===== src/design/dram_host_pkg.sv =====
// Constants for the host-side controller of a multiplexed-address dynamic memory module.
// Assumes a single 100 MHz clock; every time below is turned into cycles here.
// Behaviour
// - Row then column halves on shared address
// - Repeated column pulses within one open row
// - Refresh all 256 rows every 4 ms
// - Spread refresh cycles evenly over interval
// - Row-only refresh: row strobe, column high
// - Column strobe leads row strobe by 10 ns
// - Hidden refresh: column low, row strobe cycles
// - Early write: data captured at column fall
// - Row strobe low 80 to 10000 ns
// - Row strobe high at least 60 ns
// - Row fall to row fall 150 ns
// - Column falls 20 to 40 ns after row
// - Page column strobe high at least 25 ns
// - Wait 100 us, then 8 wake cycles
package dram_host_pkg;
	// Clock period
	localparam int CLK_PERIOD_NS = 10;
	// Printed times in nanoseconds
	localparam int T_RAS_MIN_NS = 80;
	localparam int T_RAS_MAX_NS = 10000;
	localparam int T_RP_NS = 60;
	localparam int T_RC_NS = 150;
	localparam int T_RCD_MIN_NS = 20;
	localparam int T_RCD_MAX_NS = 40;
	localparam int T_CP_NS = 25;
	localparam int T_OFF_NS = 25;
	localparam int T_CSR_NS = 10;
	localparam int T_CAC_NS = 40;
	localparam int T_RAC_NS = 80;
	localparam int T_CAS_NS = 40;
	localparam int T_INIT_NS = 100000;
	localparam int T_REF_NS = 4000000;
	// Refresh and wake-up counts
	localparam int REF_ROWS = 256;
	localparam int WAKE_CYCLES = 8;
	localparam int SYNC_STAGES = 2;
	// Least times round up, longest times round down
	localparam int RAS_MIN_CYC = (T_RAS_MIN_NS + CLK_PERIOD_NS - 1) / CLK_PERIOD_NS;
	localparam int RAS_MAX_CYC = T_RAS_MAX_NS / CLK_PERIOD_NS;
	localparam int RP_CYC = (T_RP_NS + CLK_PERIOD_NS - 1) / CLK_PERIOD_NS;
	localparam int TRC_CYC = (T_RC_NS + CLK_PERIOD_NS - 1) / CLK_PERIOD_NS;
	localparam int RCD_CYC = (T_RCD_MIN_NS + CLK_PERIOD_NS - 1) / CLK_PERIOD_NS;
	localparam int RCD_MAX_CYC = T_RCD_MAX_NS / CLK_PERIOD_NS;
	localparam int CP_CYC = (T_CP_NS + CLK_PERIOD_NS - 1) / CLK_PERIOD_NS;
	localparam int OFF_CYC = (T_OFF_NS + CLK_PERIOD_NS - 1) / CLK_PERIOD_NS;
	localparam int CSR_CYC = (T_CSR_NS + CLK_PERIOD_NS - 1) / CLK_PERIOD_NS;
	localparam int CAC_CYC = (T_CAC_NS + CLK_PERIOD_NS - 1) / CLK_PERIOD_NS;
	localparam int RAC_CYC = (T_RAC_NS + CLK_PERIOD_NS - 1) / CLK_PERIOD_NS;
	localparam int TCAS_CYC = (T_CAS_NS + CLK_PERIOD_NS - 1) / CLK_PERIOD_NS;
	localparam int INIT_CYC = (T_INIT_NS + CLK_PERIOD_NS - 1) / CLK_PERIOD_NS;
	// Refresh spacing is a longest time: round down
	localparam int REF_SPACING_CYC = T_REF_NS / (REF_ROWS * CLK_PERIOD_NS);
	// Column-low time of a read: worst access plus pin synchroniser plus one
	localparam int COL_READ_CYC = ((CAC_CYC > RAC_CYC - RCD_CYC) ? CAC_CYC :
		(RAC_CYC - RCD_CYC)) + SYNC_STAGES + 1;
	localparam int COL_WRITE_CYC = TCAS_CYC;
	// Cycles one more page access may take before the row must close
	localparam int PAGE_SLOT_CYC = COL_READ_CYC + CP_CYC + 2;
	// Timer and age counter widths
	localparam int TIMER_BITS = 14;
	localparam int AGE_BITS = 11;
	// Controller states
	typedef enum logic [3:0] {
		st_init, st_wake_ras, st_pre, st_idle, st_act, st_setup, st_col,
		st_gap, st_close, st_cbr_cas, st_cbr_ras, st_hid_pre, st_hid_ras
	} state_type;
endpackage


===== src/design/delay_timer.sv =====
// Loadable down-counter that times every controller state.
// Assumes the loader gives the state length minus one.
`timescale 1ns/1ps
module delay_timer #(
	parameter int WIDTH = 14
) (
	// Clock and reset
	input wire logic ref_clk,
	input wire logic rst_b,
	// Load request and value
	input wire logic load,
	input wire logic [WIDTH-1:0] load_value,
	// Count reached zero
	output logic done
);
	// Remaining cycles
	logic [WIDTH-1:0] count;

	if (WIDTH < 2) begin : g_width_check
		$error("delay_timer needs WIDTH of at least 2");
	end

	// Load wins over counting; stops at zero
	always_ff @(posedge ref_clk or negedge rst_b) begin
		if (!rst_b) begin
			count <= '0;
		end else if (load) begin
			count <= load_value;
		end else if (count != '0) begin
			count <= count - 1'b1;
		end
	end

	// Zero means the current state has run its length
	assign done = (count == '0);
endmodule


===== src/design/dram_host_ctrl.sv =====
// Host controller driving the strobes, address and data pins of the memory module.
// Assumes pins reach the module directly; read data arrives asynchronously.
`timescale 1ns/1ps
module dram_host_ctrl #(
	parameter int ADDR_HALF = 9,
	parameter int DATA_BITS = 8,
	parameter int INIT_WAIT_CYC = dram_host_pkg::INIT_CYC
) (
	// Clock and reset
	input wire logic ref_clk,
	input wire logic rst_b,
	// Request side
	input wire logic req_valid,
	output logic req_ready,
	input wire logic req_write,
	input wire logic [2*ADDR_HALF-1:0] req_addr,
	input wire logic [DATA_BITS-1:0] req_wdata,
	// Read answer side
	output logic rsp_valid,
	output logic [DATA_BITS-1:0] rsp_rdata,
	output logic init_done,
	// Memory pins
	output logic row_strobe_b,
	output logic col_strobe_b,
	output logic write_strobe_b,
	output logic [ADDR_HALF-1:0] mux_address_lines,
	input wire logic [DATA_BITS-1:0] byte_data_lines_in,
	output logic [DATA_BITS-1:0] byte_data_lines_out,
	output logic byte_data_lines_oe
);
	localparam int TB = dram_host_pkg::TIMER_BITS;
	localparam int AB = dram_host_pkg::AGE_BITS;
	localparam int T_RC = dram_host_pkg::TRC_CYC;
	localparam int REF_AGE_LIMIT = 1200;

	if (ADDR_HALF < 8 || DATA_BITS < 1 || INIT_WAIT_CYC < 1 ||
		INIT_WAIT_CYC >= (1 << TB) || dram_host_pkg::RCD_CYC < 2) begin : g_param_check
		$error("dram_host_ctrl parameters out of range");
	end

	dram_host_pkg::state_type state, next_state;
	logic timer_load; // Entering a new state, or loading the power-up pause
	logic [TB-1:0] timer_value; // Its length minus one
	logic timer_done;
	logic [AB-1:0] ras_age; // Cycles since row strobe fell
	logic [3:0] wake_count; // Wake-up cycles issued
	logic pause_armed; // Power-up pause timer loaded
	logic [TB-1:0] ref_timer; // Cycles to next refresh slot
	logic refresh_due; // A refresh slot is owed
	logic [AB-1:0] refresh_age; // Cycles a refresh has waited
	logic [ADDR_HALF-1:0] row, col; // Captured address halves
	logic is_write; // Current access direction
	logic [DATA_BITS-1:0] wdata;
	logic [DATA_BITS-1:0] dq_meta, dq_sync; // Pin synchroniser
	logic same_row, page_ok, accept;

	// State timer
	delay_timer #(.WIDTH(TB)) u_timer (
		.ref_clk(ref_clk),
		.rst_b(rst_b),
		.load(timer_load),
		.load_value(timer_value),
		.done(timer_done)
	);

	// Page reuse only for the open row and only while time remains
	assign same_row = (req_addr[2*ADDR_HALF-1:ADDR_HALF] == row);
	assign page_ok = same_row && !refresh_due &&
		(32'(ras_age) + dram_host_pkg::PAGE_SLOT_CYC < dram_host_pkg::RAS_MAX_CYC);
	// Requests taken in idle or in a page gap
	assign req_ready = (state == dram_host_pkg::st_idle && timer_done && !refresh_due) ||
		(state == dram_host_pkg::st_gap && timer_done && page_ok);
	assign accept = req_valid && req_ready;

	// Next state and the length of the state entered
	always_comb begin
		next_state = state;
		timer_load = 1'b0;
		timer_value = '0;
		case (state)
			dram_host_pkg::st_init: begin
				if (!pause_armed) begin
					timer_load = 1'b1; // Power-up pause, loaded once
					timer_value = TB'(INIT_WAIT_CYC - 1);
				end else if (timer_done) begin
					next_state = dram_host_pkg::st_wake_ras;
				end
			end
			dram_host_pkg::st_wake_ras, dram_host_pkg::st_cbr_ras,
			dram_host_pkg::st_hid_ras, dram_host_pkg::st_close: begin
				// Row strobe stays low its least width
				if (timer_done && 32'(ras_age) + 1 >= dram_host_pkg::RAS_MIN_CYC) begin
					next_state = dram_host_pkg::st_pre;
				end
			end
			dram_host_pkg::st_pre: begin
				// Precharge and fall-to-fall spacing both met
				// Wake cycles fall straight from here, so the full spacing is kept here
				if (timer_done && 32'(ras_age) + 1 >= T_RC) begin
					if (wake_count < 4'(dram_host_pkg::WAKE_CYCLES)) begin
						next_state = dram_host_pkg::st_wake_ras;
					end else begin
						next_state = dram_host_pkg::st_idle;
					end
				end
			end
			dram_host_pkg::st_idle: begin
				if (refresh_due) begin
					next_state = dram_host_pkg::st_cbr_cas;
				end else if (accept) begin
					next_state = dram_host_pkg::st_act;
				end
			end
			dram_host_pkg::st_act: begin
				if (timer_done) begin
					next_state = dram_host_pkg::st_setup;
				end
			end
			dram_host_pkg::st_setup: begin
				next_state = dram_host_pkg::st_col;
			end
			dram_host_pkg::st_col: begin
				if (timer_done) begin
					// Hidden refresh only behind a read
					if (refresh_due && !is_write) begin
						next_state = dram_host_pkg::st_hid_pre;
					end else begin
						next_state = dram_host_pkg::st_gap;
					end
				end
			end
			dram_host_pkg::st_gap: begin
				if (timer_done) begin
					if (accept) begin
						next_state = dram_host_pkg::st_setup;
					end else begin
						next_state = dram_host_pkg::st_close;
					end
				end
			end
			dram_host_pkg::st_cbr_cas: begin
				if (timer_done) begin
					next_state = dram_host_pkg::st_cbr_ras;
				end
			end
			dram_host_pkg::st_hid_pre: begin
				if (timer_done) begin
					next_state = dram_host_pkg::st_hid_ras;
				end
			end
			default: begin
				next_state = dram_host_pkg::st_init;
			end
		endcase
		if (next_state != state) begin
			timer_load = 1'b1;
			case (next_state)
				dram_host_pkg::st_wake_ras, dram_host_pkg::st_cbr_ras, dram_host_pkg::st_hid_ras:
					timer_value = TB'(dram_host_pkg::RAS_MIN_CYC - 1);
				dram_host_pkg::st_pre, dram_host_pkg::st_hid_pre:
					timer_value = TB'(dram_host_pkg::RP_CYC - 1);
				dram_host_pkg::st_act: timer_value = TB'(dram_host_pkg::RCD_CYC - 2);
				dram_host_pkg::st_col: timer_value = is_write ?
					TB'(dram_host_pkg::COL_WRITE_CYC - 1) : TB'(dram_host_pkg::COL_READ_CYC - 1);
				dram_host_pkg::st_gap: timer_value = TB'(dram_host_pkg::CP_CYC - 1);
				dram_host_pkg::st_cbr_cas: timer_value = TB'(dram_host_pkg::CSR_CYC - 1);
				default: timer_value = '0;
			endcase
		end
	end

	// State register
	always_ff @(posedge ref_clk or negedge rst_b) begin
		if (!rst_b) begin
			state <= dram_host_pkg::st_init;
		end else begin
			state <= next_state;
		end
	end

	// Power-up pause armed on the first edge out of reset; the timer itself resets to zero
	always_ff @(posedge ref_clk or negedge rst_b) begin
		if (!rst_b) begin
			pause_armed <= 1'b0;
		end else begin
			pause_armed <= 1'b1;
		end
	end

	// Age since the row strobe last fell; saturates
	always_ff @(posedge ref_clk or negedge rst_b) begin
		if (!rst_b) begin
			ras_age <= '1;
		end else if (row_strobe_b && next_state inside {dram_host_pkg::st_wake_ras,
			dram_host_pkg::st_act, dram_host_pkg::st_cbr_ras, dram_host_pkg::st_hid_ras}) begin
			ras_age <= '0;
		end else if (ras_age != '1) begin
			ras_age <= ras_age + 1'b1;
		end
	end

	// Wake-up counter and ready flag
	always_ff @(posedge ref_clk or negedge rst_b) begin
		if (!rst_b) begin
			wake_count <= '0;
			init_done <= 1'b0;
		end else begin
			if (state != dram_host_pkg::st_wake_ras && next_state == dram_host_pkg::st_wake_ras) begin
				wake_count <= wake_count + 1'b1;
			end
			if (next_state == dram_host_pkg::st_idle) begin
				init_done <= 1'b1;
			end
		end
	end

	// Evenly spaced refresh slots; a new slot wins over a clear
	always_ff @(posedge ref_clk or negedge rst_b) begin
		if (!rst_b) begin
			ref_timer <= TB'(dram_host_pkg::REF_SPACING_CYC - 1);
			refresh_due <= 1'b0;
			refresh_age <= '0;
		end else begin
			if (ref_timer == '0) begin
				ref_timer <= TB'(dram_host_pkg::REF_SPACING_CYC - 1);
			end else begin
				ref_timer <= ref_timer - 1'b1;
			end
			if (ref_timer == '0 && init_done) begin
				refresh_due <= 1'b1;
			end else if (next_state inside {dram_host_pkg::st_cbr_ras, dram_host_pkg::st_hid_ras}) begin
				refresh_due <= 1'b0;
			end
			refresh_age <= refresh_due ? refresh_age + 1'b1 : '0;
		end
	end

	// Capture of an accepted request
	always_ff @(posedge ref_clk or negedge rst_b) begin
		if (!rst_b) begin
			row <= '0;
			col <= '0;
			is_write <= 1'b0;
			wdata <= '0;
		end else if (accept) begin
			row <= req_addr[2*ADDR_HALF-1:ADDR_HALF];
			col <= req_addr[ADDR_HALF-1:0];
			is_write <= req_write;
			wdata <= req_wdata;
		end
	end

	// Pin levels follow the state being entered
	always_ff @(posedge ref_clk or negedge rst_b) begin
		if (!rst_b) begin
			row_strobe_b <= 1'b1;
			col_strobe_b <= 1'b1;
			write_strobe_b <= 1'b1;
			mux_address_lines <= '0;
			byte_data_lines_out <= '0;
			byte_data_lines_oe <= 1'b0;
		end else begin
			row_strobe_b <= !(next_state inside {dram_host_pkg::st_wake_ras, dram_host_pkg::st_act,
				dram_host_pkg::st_setup, dram_host_pkg::st_col, dram_host_pkg::st_gap,
				dram_host_pkg::st_close, dram_host_pkg::st_cbr_ras, dram_host_pkg::st_hid_ras});
			col_strobe_b <= !(next_state inside {dram_host_pkg::st_col, dram_host_pkg::st_cbr_cas,
				dram_host_pkg::st_cbr_ras, dram_host_pkg::st_hid_pre, dram_host_pkg::st_hid_ras});
			// Write strobe low before the column falls: early write
			write_strobe_b <= !(next_state inside {dram_host_pkg::st_setup, dram_host_pkg::st_col} &&
				(accept ? req_write : is_write));
			// Data driven only for writes, never while a read may still drive
			byte_data_lines_oe <= next_state inside {dram_host_pkg::st_setup, dram_host_pkg::st_col} &&
				(accept ? req_write : is_write);
			byte_data_lines_out <= accept ? req_wdata : wdata;
			if (next_state == dram_host_pkg::st_wake_ras) begin
				mux_address_lines <= ADDR_HALF'(wake_count);
			end else if (next_state == dram_host_pkg::st_act) begin
				mux_address_lines <= req_addr[2*ADDR_HALF-1:ADDR_HALF];
			end else if (next_state == dram_host_pkg::st_setup) begin
				mux_address_lines <= accept ? req_addr[ADDR_HALF-1:0] : col;
			end
		end
	end

	// Two-flop synchroniser on the data pins
	always_ff @(posedge ref_clk or negedge rst_b) begin
		if (!rst_b) begin
			dq_meta <= '0;
			dq_sync <= '0;
		end else begin
			dq_meta <= byte_data_lines_in;
			dq_sync <= dq_meta;
		end
	end

	// Read data sampled at the end of the column-low time, while still driven
	always_ff @(posedge ref_clk or negedge rst_b) begin
		if (!rst_b) begin
			rsp_valid <= 1'b0;
			rsp_rdata <= '0;
		end else begin
			rsp_valid <= (state == dram_host_pkg::st_col) && timer_done && !is_write;
			if ((state == dram_host_pkg::st_col) && timer_done && !is_write) begin
				rsp_rdata <= dq_sync;
			end
		end
	end

	// Checks of the pin timing, the refresh wait and the wake-up count, then covers
	a_ras_min_width: assert property (@(posedge ref_clk) disable iff (!rst_b)
		$fell(row_strobe_b) |-> (!row_strobe_b)[*8]) else $error("row strobe low too short");
	a_ras_max_width: assert property (@(posedge ref_clk) disable iff (!rst_b)
		!row_strobe_b |-> 32'(ras_age) < dram_host_pkg::RAS_MAX_CYC)
		else $error("row strobe low too long");
	a_ras_precharge: assert property (@(posedge ref_clk) disable iff (!rst_b)
		$rose(row_strobe_b) |-> row_strobe_b[*6]) else $error("precharge too short");
	a_ras_spacing: assert property (@(posedge ref_clk) disable iff (!rst_b)
		$fell(row_strobe_b) |-> 32'($past(ras_age)) + 1 >= T_RC)
		else $error("row cycles too close");
	a_row_col_delay: assert property (@(posedge ref_clk) disable iff (!rst_b)
		$fell(col_strobe_b) && $past(state, 2) == dram_host_pkg::st_act |->
		ras_age >= AB'(dram_host_pkg::RCD_CYC) && ras_age <= AB'(dram_host_pkg::RCD_MAX_CYC))
		else $error("row to column delay out of range");
	a_page_gap_min: assert property (@(posedge ref_clk) disable iff (!rst_b)
		$rose(col_strobe_b) && !row_strobe_b |-> col_strobe_b[*3])
		else $error("column precharge too short");
	a_cbr_lead: assert property (@(posedge ref_clk) disable iff (!rst_b)
		$fell(row_strobe_b) && !col_strobe_b |-> !$past(col_strobe_b) && write_strobe_b)
		else $error("column did not lead row");
	a_early_write: assert property (@(posedge ref_clk) disable iff (!rst_b)
		$fell(col_strobe_b) && !write_strobe_b |-> !$past(write_strobe_b) && byte_data_lines_oe)
		else $error("write strobe not ahead of column");
	a_row_only_refresh: assert property (@(posedge ref_clk) disable iff (!rst_b)
		state == dram_host_pkg::st_wake_ras |-> col_strobe_b && !mux_address_lines[ADDR_HALF-1])
		else $error("row-only refresh shape wrong");
	a_hidden_refresh: assert property (@(posedge ref_clk) disable iff (!rst_b)
		state == dram_host_pkg::st_hid_pre |-> row_strobe_b && !col_strobe_b && write_strobe_b)
		else $error("hidden refresh shape wrong");
	a_refresh_served: assert property (@(posedge ref_clk) disable iff (!rst_b)
		refresh_due |-> 32'(refresh_age) < REF_AGE_LIMIT) else $error("refresh waited too long");
	a_wake_complete: assert property (@(posedge ref_clk) disable iff (!rst_b)
		$rose(init_done) |-> wake_count == 4'(dram_host_pkg::WAKE_CYCLES))
		else $error("ready before wake cycles");
	c_page_access: cover property (@(posedge ref_clk) disable iff (!rst_b)
		state == dram_host_pkg::st_gap && accept);
	c_hidden_refresh: cover property (@(posedge ref_clk) disable iff (!rst_b)
		state == dram_host_pkg::st_hid_ras);
	c_cbr_refresh: cover property (@(posedge ref_clk) disable iff (!rst_b)
		state == dram_host_pkg::st_cbr_ras);
	c_write: cover property (@(posedge ref_clk) disable iff (!rst_b)
		$fell(col_strobe_b) && !write_strobe_b);
endmodule


===== config.mk =====
export PLATFORM = sky130hd
export DESIGN_NAME = dram_host_ctrl
export DESIGN_NICKNAME = d
export VERILOG_FILES = /design/src/design/dram_host_pkg.sv /design/src/design/delay_timer.sv /design/src/design/dram_host_ctrl.sv
export SDC_FILE = /design/constraint.sdc
export NUM_CORES = 1
export LEC_CHECK = 0
export BUFFER_PORTS_ARGS = -buffer_cell sky130_fd_sc_hd__buf_2
export CAP_MARGIN = 10
export CORE_MARGIN = 1
export CORE_UTILIZATION = 50
export DETAILED_ROUTE_END_ITERATION = 8
export PLACE_DENSITY_LB_ADDON = 0.12
export SYNTH_ARGS = -nofsm -noshare
export SYNTH_HDL_FRONTEND = slang
export SYNTH_SLANG_ARGS = --single-unit
export TNS_END_PERCENT = 5

===== constraint.sdc =====
create_clock -name ref_clk -period 5.2 [get_ports ref_clk]
set_clock_uncertainty 0.15 [all_clocks]
set_input_delay 0 -clock ref_clk [delete_from_list [all_inputs] [get_ports ref_clk]]
set_output_delay 0 -clock ref_clk [all_outputs]
set_load 0.005 [all_outputs]

Word-level counts from Yosys, hierarchy flattened --
Index checks and enable logic that the tools add are counted.
Operators by class: add/subtract/negate cells 6, $lt $le $gt $ge 4, equality and inequality tests 28, mux-type cells 35, reductions and logical operators 38
Operator list (count):
- $mux W14 | 6
- $mux W4 | 14
- $eq A4 B4 Y1 const B | 10
- $pmux W4 S10 | 1
- $mux W9 | 4
- $eq A4 B3 Y1 const B | 8
- $ge A32 B4 Y1 const B | 1
- $logic_not A14 Y1 | 2
- $sub A14 B1 Y14 const B | 2
- $mux W11 | 2
- $eq A4 B2 Y1 const B | 4
- $logic_and A1 B1 Y1 | 16
- $pmux W4 S4 | 1
- $reduce_bool A14 Y1 | 1
- $add A11 B1 Y12 const B | 1
- $add A11 B4 Y12 const B | 1
- $ge A12 B4 Y1 const B | 1
- $lt A12 B10 Y1 const B | 1
- $add A11 B1 Y11 const B | 1
- $ne A11 B11 Y1 const B | 1
- $reduce_bool A2 Y1 | 5
- $eq A9 B9 Y1 | 1
- $eq A4 B1 Y1 const B | 2
- $reduce_bool A8 Y1 | 1
- 15 further kinds | 24
Storage, ports and cells: bits in registers 115, word-level logic and storage cells 132

Longest topological paths before layout --
depth after elaboration 14, depth in mapped cells 14

Modules after synthesis --
A second synthesis with hierarchy kept.
Unflattened totals: cell total of the unflattened synthesis 537, area, all modules 5815.6 um2
By module, submodules not included:
- dram_host_ctrl | times used 1, cells each 460, area each 4989.8 um2, sequential area each 2551.2 um2
- delay_timer | times used 1, cells each 77, area each 825.8 um2, sequential area each 350.3 um2

Worst setup path after synthesis --
No wires, ideal clock.
path type reg-to-reg, start register ras_age[6], end register ras_age[8], arrival time 3.125 ns, required time 4.969 ns, setup slack 1.844 ns, cell stages (with the launch flop) 14, cells stage by stage dfstp_2 > clkbuf_1 > nand3_1 > or4_1 > a311oi_2 > nand4_1 > and3_4 > a211oi_4 > inv_2 > and3_1 > buf_6 > o31a_1 > buf_6 > a211oi_2
Between the ends: word-level cells in the longest chain between the ends 13, elaborated cells between the ends (all ways) 29, those cells by class 3 x add/sub; 3 x order compare; 5 x eq/ne; 9 x mux; 9 x reduce/logical
RTL lines:
- start: declaration | line dram_host_ctrl.sv:45 | logic [AB-1:0] ras_age;
- start signal: assignment | line dram_host_ctrl.sv:198 | ras_age <= ras_age + 1'b1;
- $add A11 B4 Y12 | line dram_host_ctrl.sv:69 | (32'(ras_age) + dram_host_pkg::PAGE_SLOT_CYC < dram_host_pkg::RAS_MAX_CYC);
- $lt A12 B10 Y1 | line dram_host_ctrl.sv:69
- $logic_and A1 B1 Y1 | line dram_host_ctrl.sv:68 | assign page_ok = same_row && !refresh_due &&
- $logic_and A1 B1 Y1 | line dram_host_ctrl.sv:72 | (state == dram_host_pkg::st_gap && timer_done && page_ok);
- $logic_or A1 B1 Y1 | line dram_host_ctrl.sv:71 | assign req_ready = (state == dram_host_pkg::st_idle && timer_done && !refresh_due) ||
- $logic_and A1 B1 Y1 | line dram_host_ctrl.sv:73 | assign accept = req_valid && req_ready;
- $mux W4, on equally long branches | line dram_host_ctrl.sv:134, dram_host_ctrl.sv:110
- $mux W4, on equally long branches | line dram_host_ctrl.sv:133, dram_host_ctrl.sv:108
- $pmux W4 S10 | line dram_host_ctrl.sv:80 | case (state)
- $eq A4 B1 Y1, or another cell as far along | line dram_host_ctrl.sv:194 | end else if (row_strobe_b && next_state inside {dram_host_pkg::st_wake_ras,
- $reduce_bool A4 Y1 | line dram_host_ctrl.sv:194
- $logic_and A1 B1 Y1 | line dram_host_ctrl.sv:194
- $mux W11 or $reduce_bool A2 Y1 (tied branches)
Parallel ways exist; a longest one is shown, timed or not. The select of a mux whose other input is x is not followed. A chain may end at the register's enable or synchronous reset.

Worst setup path after layout --
start register ras_age[0], end register ras_age[1]
The elaborated chain is that of the path after synthesis.

==> PnR_summary.wiki <==
{| class="wikitable"
! Metric !! Value
|-
| Count of clock tree sinks || 115
|-
| Final Non-Filler Cells || 803
|-
| Most frequent cells in the layout || 96 x sky130_fd_sc_hd__dfrtp_1, 68 x sky130_fd_sc_hd__buf_2, 62 x sky130_fd_sc_hd__nand2_1
|-
| Count of state elements after synthesis || 115
|-
| Unrepaired setup endpoints after global routing || no
|-
| Placed wire-length estimate after detailed placement || 8690 microns
|-
| Total Routed Length || 12900 microns
|-
| Clock buffer count from CTS || 17
|-
| Detailed Route Iter0 Violations || 268
|-
| Count of buffers inserted at the top-level ports || 69
|-
| Standard-cell row count || 38
|-
| Reg-to-reg setup timing slack || 0.89 ns
|-
| Period utilisation layout || 82.9%
|-
| Static leakage || 3.23 nW
|-
| Portion of total power attributed to combinational logic || 2.8%
|-
| Die Y-Extent || 108 microns
|-
| Mux share of post-synthesis cell area || 7.52%
|-
| Transition time of the tightest slew-check pin || 0.980 ns
|-
| Fmax || 0.232 GHz
|-
| Clk_lat worst skew || 0.41 ns
|-
| Horizontal extent of the die || 108 microns
|-
| XOR/XNOR share of the synthesized area || 4.81%
|-
| Setup_tns || 0 ns
|-
| Number of violations of the max-capacitance limit || 0
|-
| Post-detailed-route DRC marker count || 0
|-
| Vias in the first global route || 4323
|-
| Outcome || complete, but fails checks
|-
| Type of element capturing the critical path || flip-flop
|-
| Ports placed on the boundary || 70
|-
| Final critical-path setup slack || 0.891 ns
|-
| Clock network power share || 55.5%
|-
| Congestion Overflow GR || 0
|-
| Wire per inst || 16.1 microns
|-
| Kind of start point of the critical path || flip-flop
|-
| Final critical-path required period || 4.31 ns
|-
| Die outline area || 11700 sq um
|-
| Cells after Synth || 543
|-
| Number of cells on the worst reg-to-reg path || 11
|-
| Dominant combinational cell family by area after synthesis || simple AND/OR/NAND/NOR gates
|-
| Post-synth net total || 586
|-
| Wire length of the first global-routing pass || 21200 microns
|-
| Via count || 4428
|-
| Start of the worst register-to-register path || ras_age[0]$_DFFE_PN1P_
|-
| Gpl congestion || 0.912
|-
| Power per cell area || 307 nW/um^2
|-
| First-pass iteration count of the detailed router || 4
|-
| Distinct cell type count after synthesis || 71
|-
| Ratio of routed vias to standard cells || 5.51
|-
| Floorplan Core Area || 10900 sq um
|-
| CTS tree || done
|-
| Total global routing track utilization || 24.1%
|-
| CP arrival || 4.48 ns
|-
| Clock slew at the register clock pins of the worst setup and hold paths || 0.05 ns
|-
| Worst reg2reg path endpoint || ras_age[1]$_DFFE_PN1P_
|-
| Number of setup violations in the final report || 0
|-
| Internal power || 1.74 mW
|-
| Maximum buffer depth of the clock tree || 2
|-
| Number of enable flip-flop cells after synthesis || 0
|-
| Antenna violation net count after detailed routing || 0
|-
| Worst hold slack || -0.000591 ns
|-
| Layout cell share with drive strength beyond 1 || 25.0%
|-
| Req. time, crit path || 5.37 ns
|-
| Adder-cell area share of the yosys netlist || 1.11%
|-
| Placed instance count || 734
|-
| VDD IR-drop max || 0.254 mV
|-
| Net total in the final layout || 693
|-
| Initial core utilization || 51.6%
|-
| Leading cell type in the layout, fill and taps excluded || sky130_fd_sc_hd__dfrtp_1
|-
| Pin count of the biggest net entering global routing || 68
|-
| Headroom to the max-slew limit || 34.5%
|-
| Initial antenna violation count || 0
|-
| Critical path origin || ras_age[0]$_DFFE_PN1P_
|-
| Maximum fanout along the worst path || 20
|-
| Synth Area in Compound Gates || 10.9%
|-
| Diode count || 0
|-
| Slew Limit Fails || 0
|-
| FFs w/ async S/R, synth || 100%
|-
| Crit Path Class || flip-flop to flip-flop
|-
| Setup slack after placement || 0.983 ns
|-
| Switching portion of total power || 19.7%
|-
| Number of H-tree branching levels || 4
|-
| Sequential share of the synthesized area || 51.5%
|-
| Top FF cell, synth || sky130_fd_sc_hd__dfrtp_1
|-
| Hold Path Class || input port to async pin
|-
| Layout overhead on the synthesized area || 25.4%
|-
| Total standard cell area after synthesis || 5640 sq um
|-
| Violations in the final reports || hold timing
|-
| Post-CTS setup buffer count || 0
|-
| Switching power summed over all nets || 0.427 mW
|-
| Root cell of the clock tree || sky130_fd_sc_hd__clkbuf_16
|-
| Number of endpoints with negative hold slack in the final report || 2
|-
| Number of warnings issued by yosys || 0
|-
| Syn Area/Cell || 10.4 sq um
|-
| Setup crit end || ras_age[1]$_DFFE_PN1P_
|-
| Share of synthesized cell area in and, or, nand and nor gates || 21.4%
|-
| Flop pwr share || 41.7%
|}
[how the worst min path moves through the flow]
stage | start | to | depth (start not counted)
after detailed placement | rst_b | ref_timer[11]$_DFF_PN0_ | 1
after global placement | rst_b | ref_timer[11]$_DFF_PN0_ | 1
final | rst_b | ref_timer[11]$_DFF_PN0_ | 2
after CTS | rst_b | ref_timer[11]$_DFF_PN0_ | 2
after floorplan | rst_b | byte_data_lines_oe$_DFF_PN0_ | 0
after global routing | rst_b | ref_timer[11]$_DFF_PN0_ | 2
[critical path: stages (launching register included)]
cell and delay, ns:
sky130_fd_sc_hd__dfstp_2 0.59, sky130_fd_sc_hd__ha_1 0.24, sky130_fd_sc_hd__and4_1 0.30, sky130_fd_sc_hd__nand4_1 0.45, sky130_fd_sc_hd__nand3_1 0.34, sky130_fd_sc_hd__nand4_1 0.14
sky130_fd_sc_hd__and3_4 0.24, sky130_fd_sc_hd__a211oi_4 0.43, sky130_fd_sc_hd__inv_2 0.29, sky130_fd_sc_hd__and3_1 0.32, sky130_fd_sc_hd__o31a_1 0.43, sky130_fd_sc_hd__a211oi_1 0.28
[power by group through the flow]
stage,sequential [mW],clock (mW),combinational [mW]
global route,0.905,1.27,0.0684
detailed placement,0.920,0,0.0418
global placement,0.919,0,0.0409
CTS,0.905,1.23,0.0622
finish,0.905,1.21,0.0613
floorplan,0.919,0,0.00397
[registers in the layout, indices dropped and copies added, names as in the netlist, 9 cells and up]
register and flops:
row 9, u_timer.count 14, col 9, ras_age 11, ref_timer 14, mux_address_lines 9
[repair_timing]
| item | CTS | global route |
|---|---|---|
| resized for setup | 0 | 0 |
| hold buffers | 36 | 0 |
| hold endpoints to repair | 93 | 0 |
[kinds of logic after synthesis]
family | after synthesis
AND/OR/NAND/NOR | 229
flip-flops | 115
AO/OA/AOI/OAI | 88
multiplexers | 39
buffers and inverters | 35
XOR/XNOR | 31
adder cells (fa/ha/maj) | 5
other | 1
[per-layer routing]
metal	GRT usage, %	vias up	part of all wire (%)
li1	-	2162	-
met1	31.8	2152	46
met4	9.30	0	1.2
met2	37.7	101	48
met5	0	-	0
met3	6.81	13	4.8
[final cells by class]
class,instances,area (sq um)
multi-input combinational,393,2590
inverter,12,45.0
timing repair buffer,111,753
clock buffer,22,454
tap,140,175
clock inverter,10,156
fill,867,3860
sequential,115,2900
[synthesized netlist by cell type (all sizes together) (2+ instances only)]
master   n  share of area [%]
clkbuf  11               0.73
inv     11               0.73
a221o    4               0.71
or4     10                1.3
nor4    13                2.1
and4     3               0.51
xnor2   19                3.0
and3     8               0.98
o31ai    2               0.27
and2     3               0.33
nor3b    2               0.27
nand2b   7               0.78
nor2    58                3.9
nand3   13                1.2
mux2    27                5.4
nand2   63                4.2
mux2i   12                2.1
a21o     3               0.40
dfstp   19                8.9
nor4b    2               0.42
dfrtp   96                 43
a21oi   22                2.0
nor2b    4               0.44
o31a     3               0.47
a311oi   3               0.58
o21ai   19                1.8
nand3b   3               0.40
o32ai    2               0.31
o211a    2               0.36
a31oi    7               0.78
ha       5                1.1
nand4   10                1.1
or3      5               0.55
a221oi   2               0.31
o22ai    3               0.33
buf     12                1.2
nor3    18                1.8
o211ai   2               0.36
a211o    3               0.47
o21a     2               0.27
a211oi   6                1.1
xor2    12                1.9
or2      3               0.33
[through the flow]
stage          instance area, sq um  utilization, %  hold WS (ns)  power, mW
2_1_floorplan                  5640               -        -0.446      0.923
5_1_grt                        7070            64.7        0.0554       2.24
4_1_cts                        7060            64.6        0.0133       2.19
3_5_place_dp                   6090            55.7       -0.0899      0.962
3_3_place_gp                   6090            55.7       -0.0982      0.960
6_report                       7070            64.7     -0.000591       2.17
(Power assumes the default switching activity.)
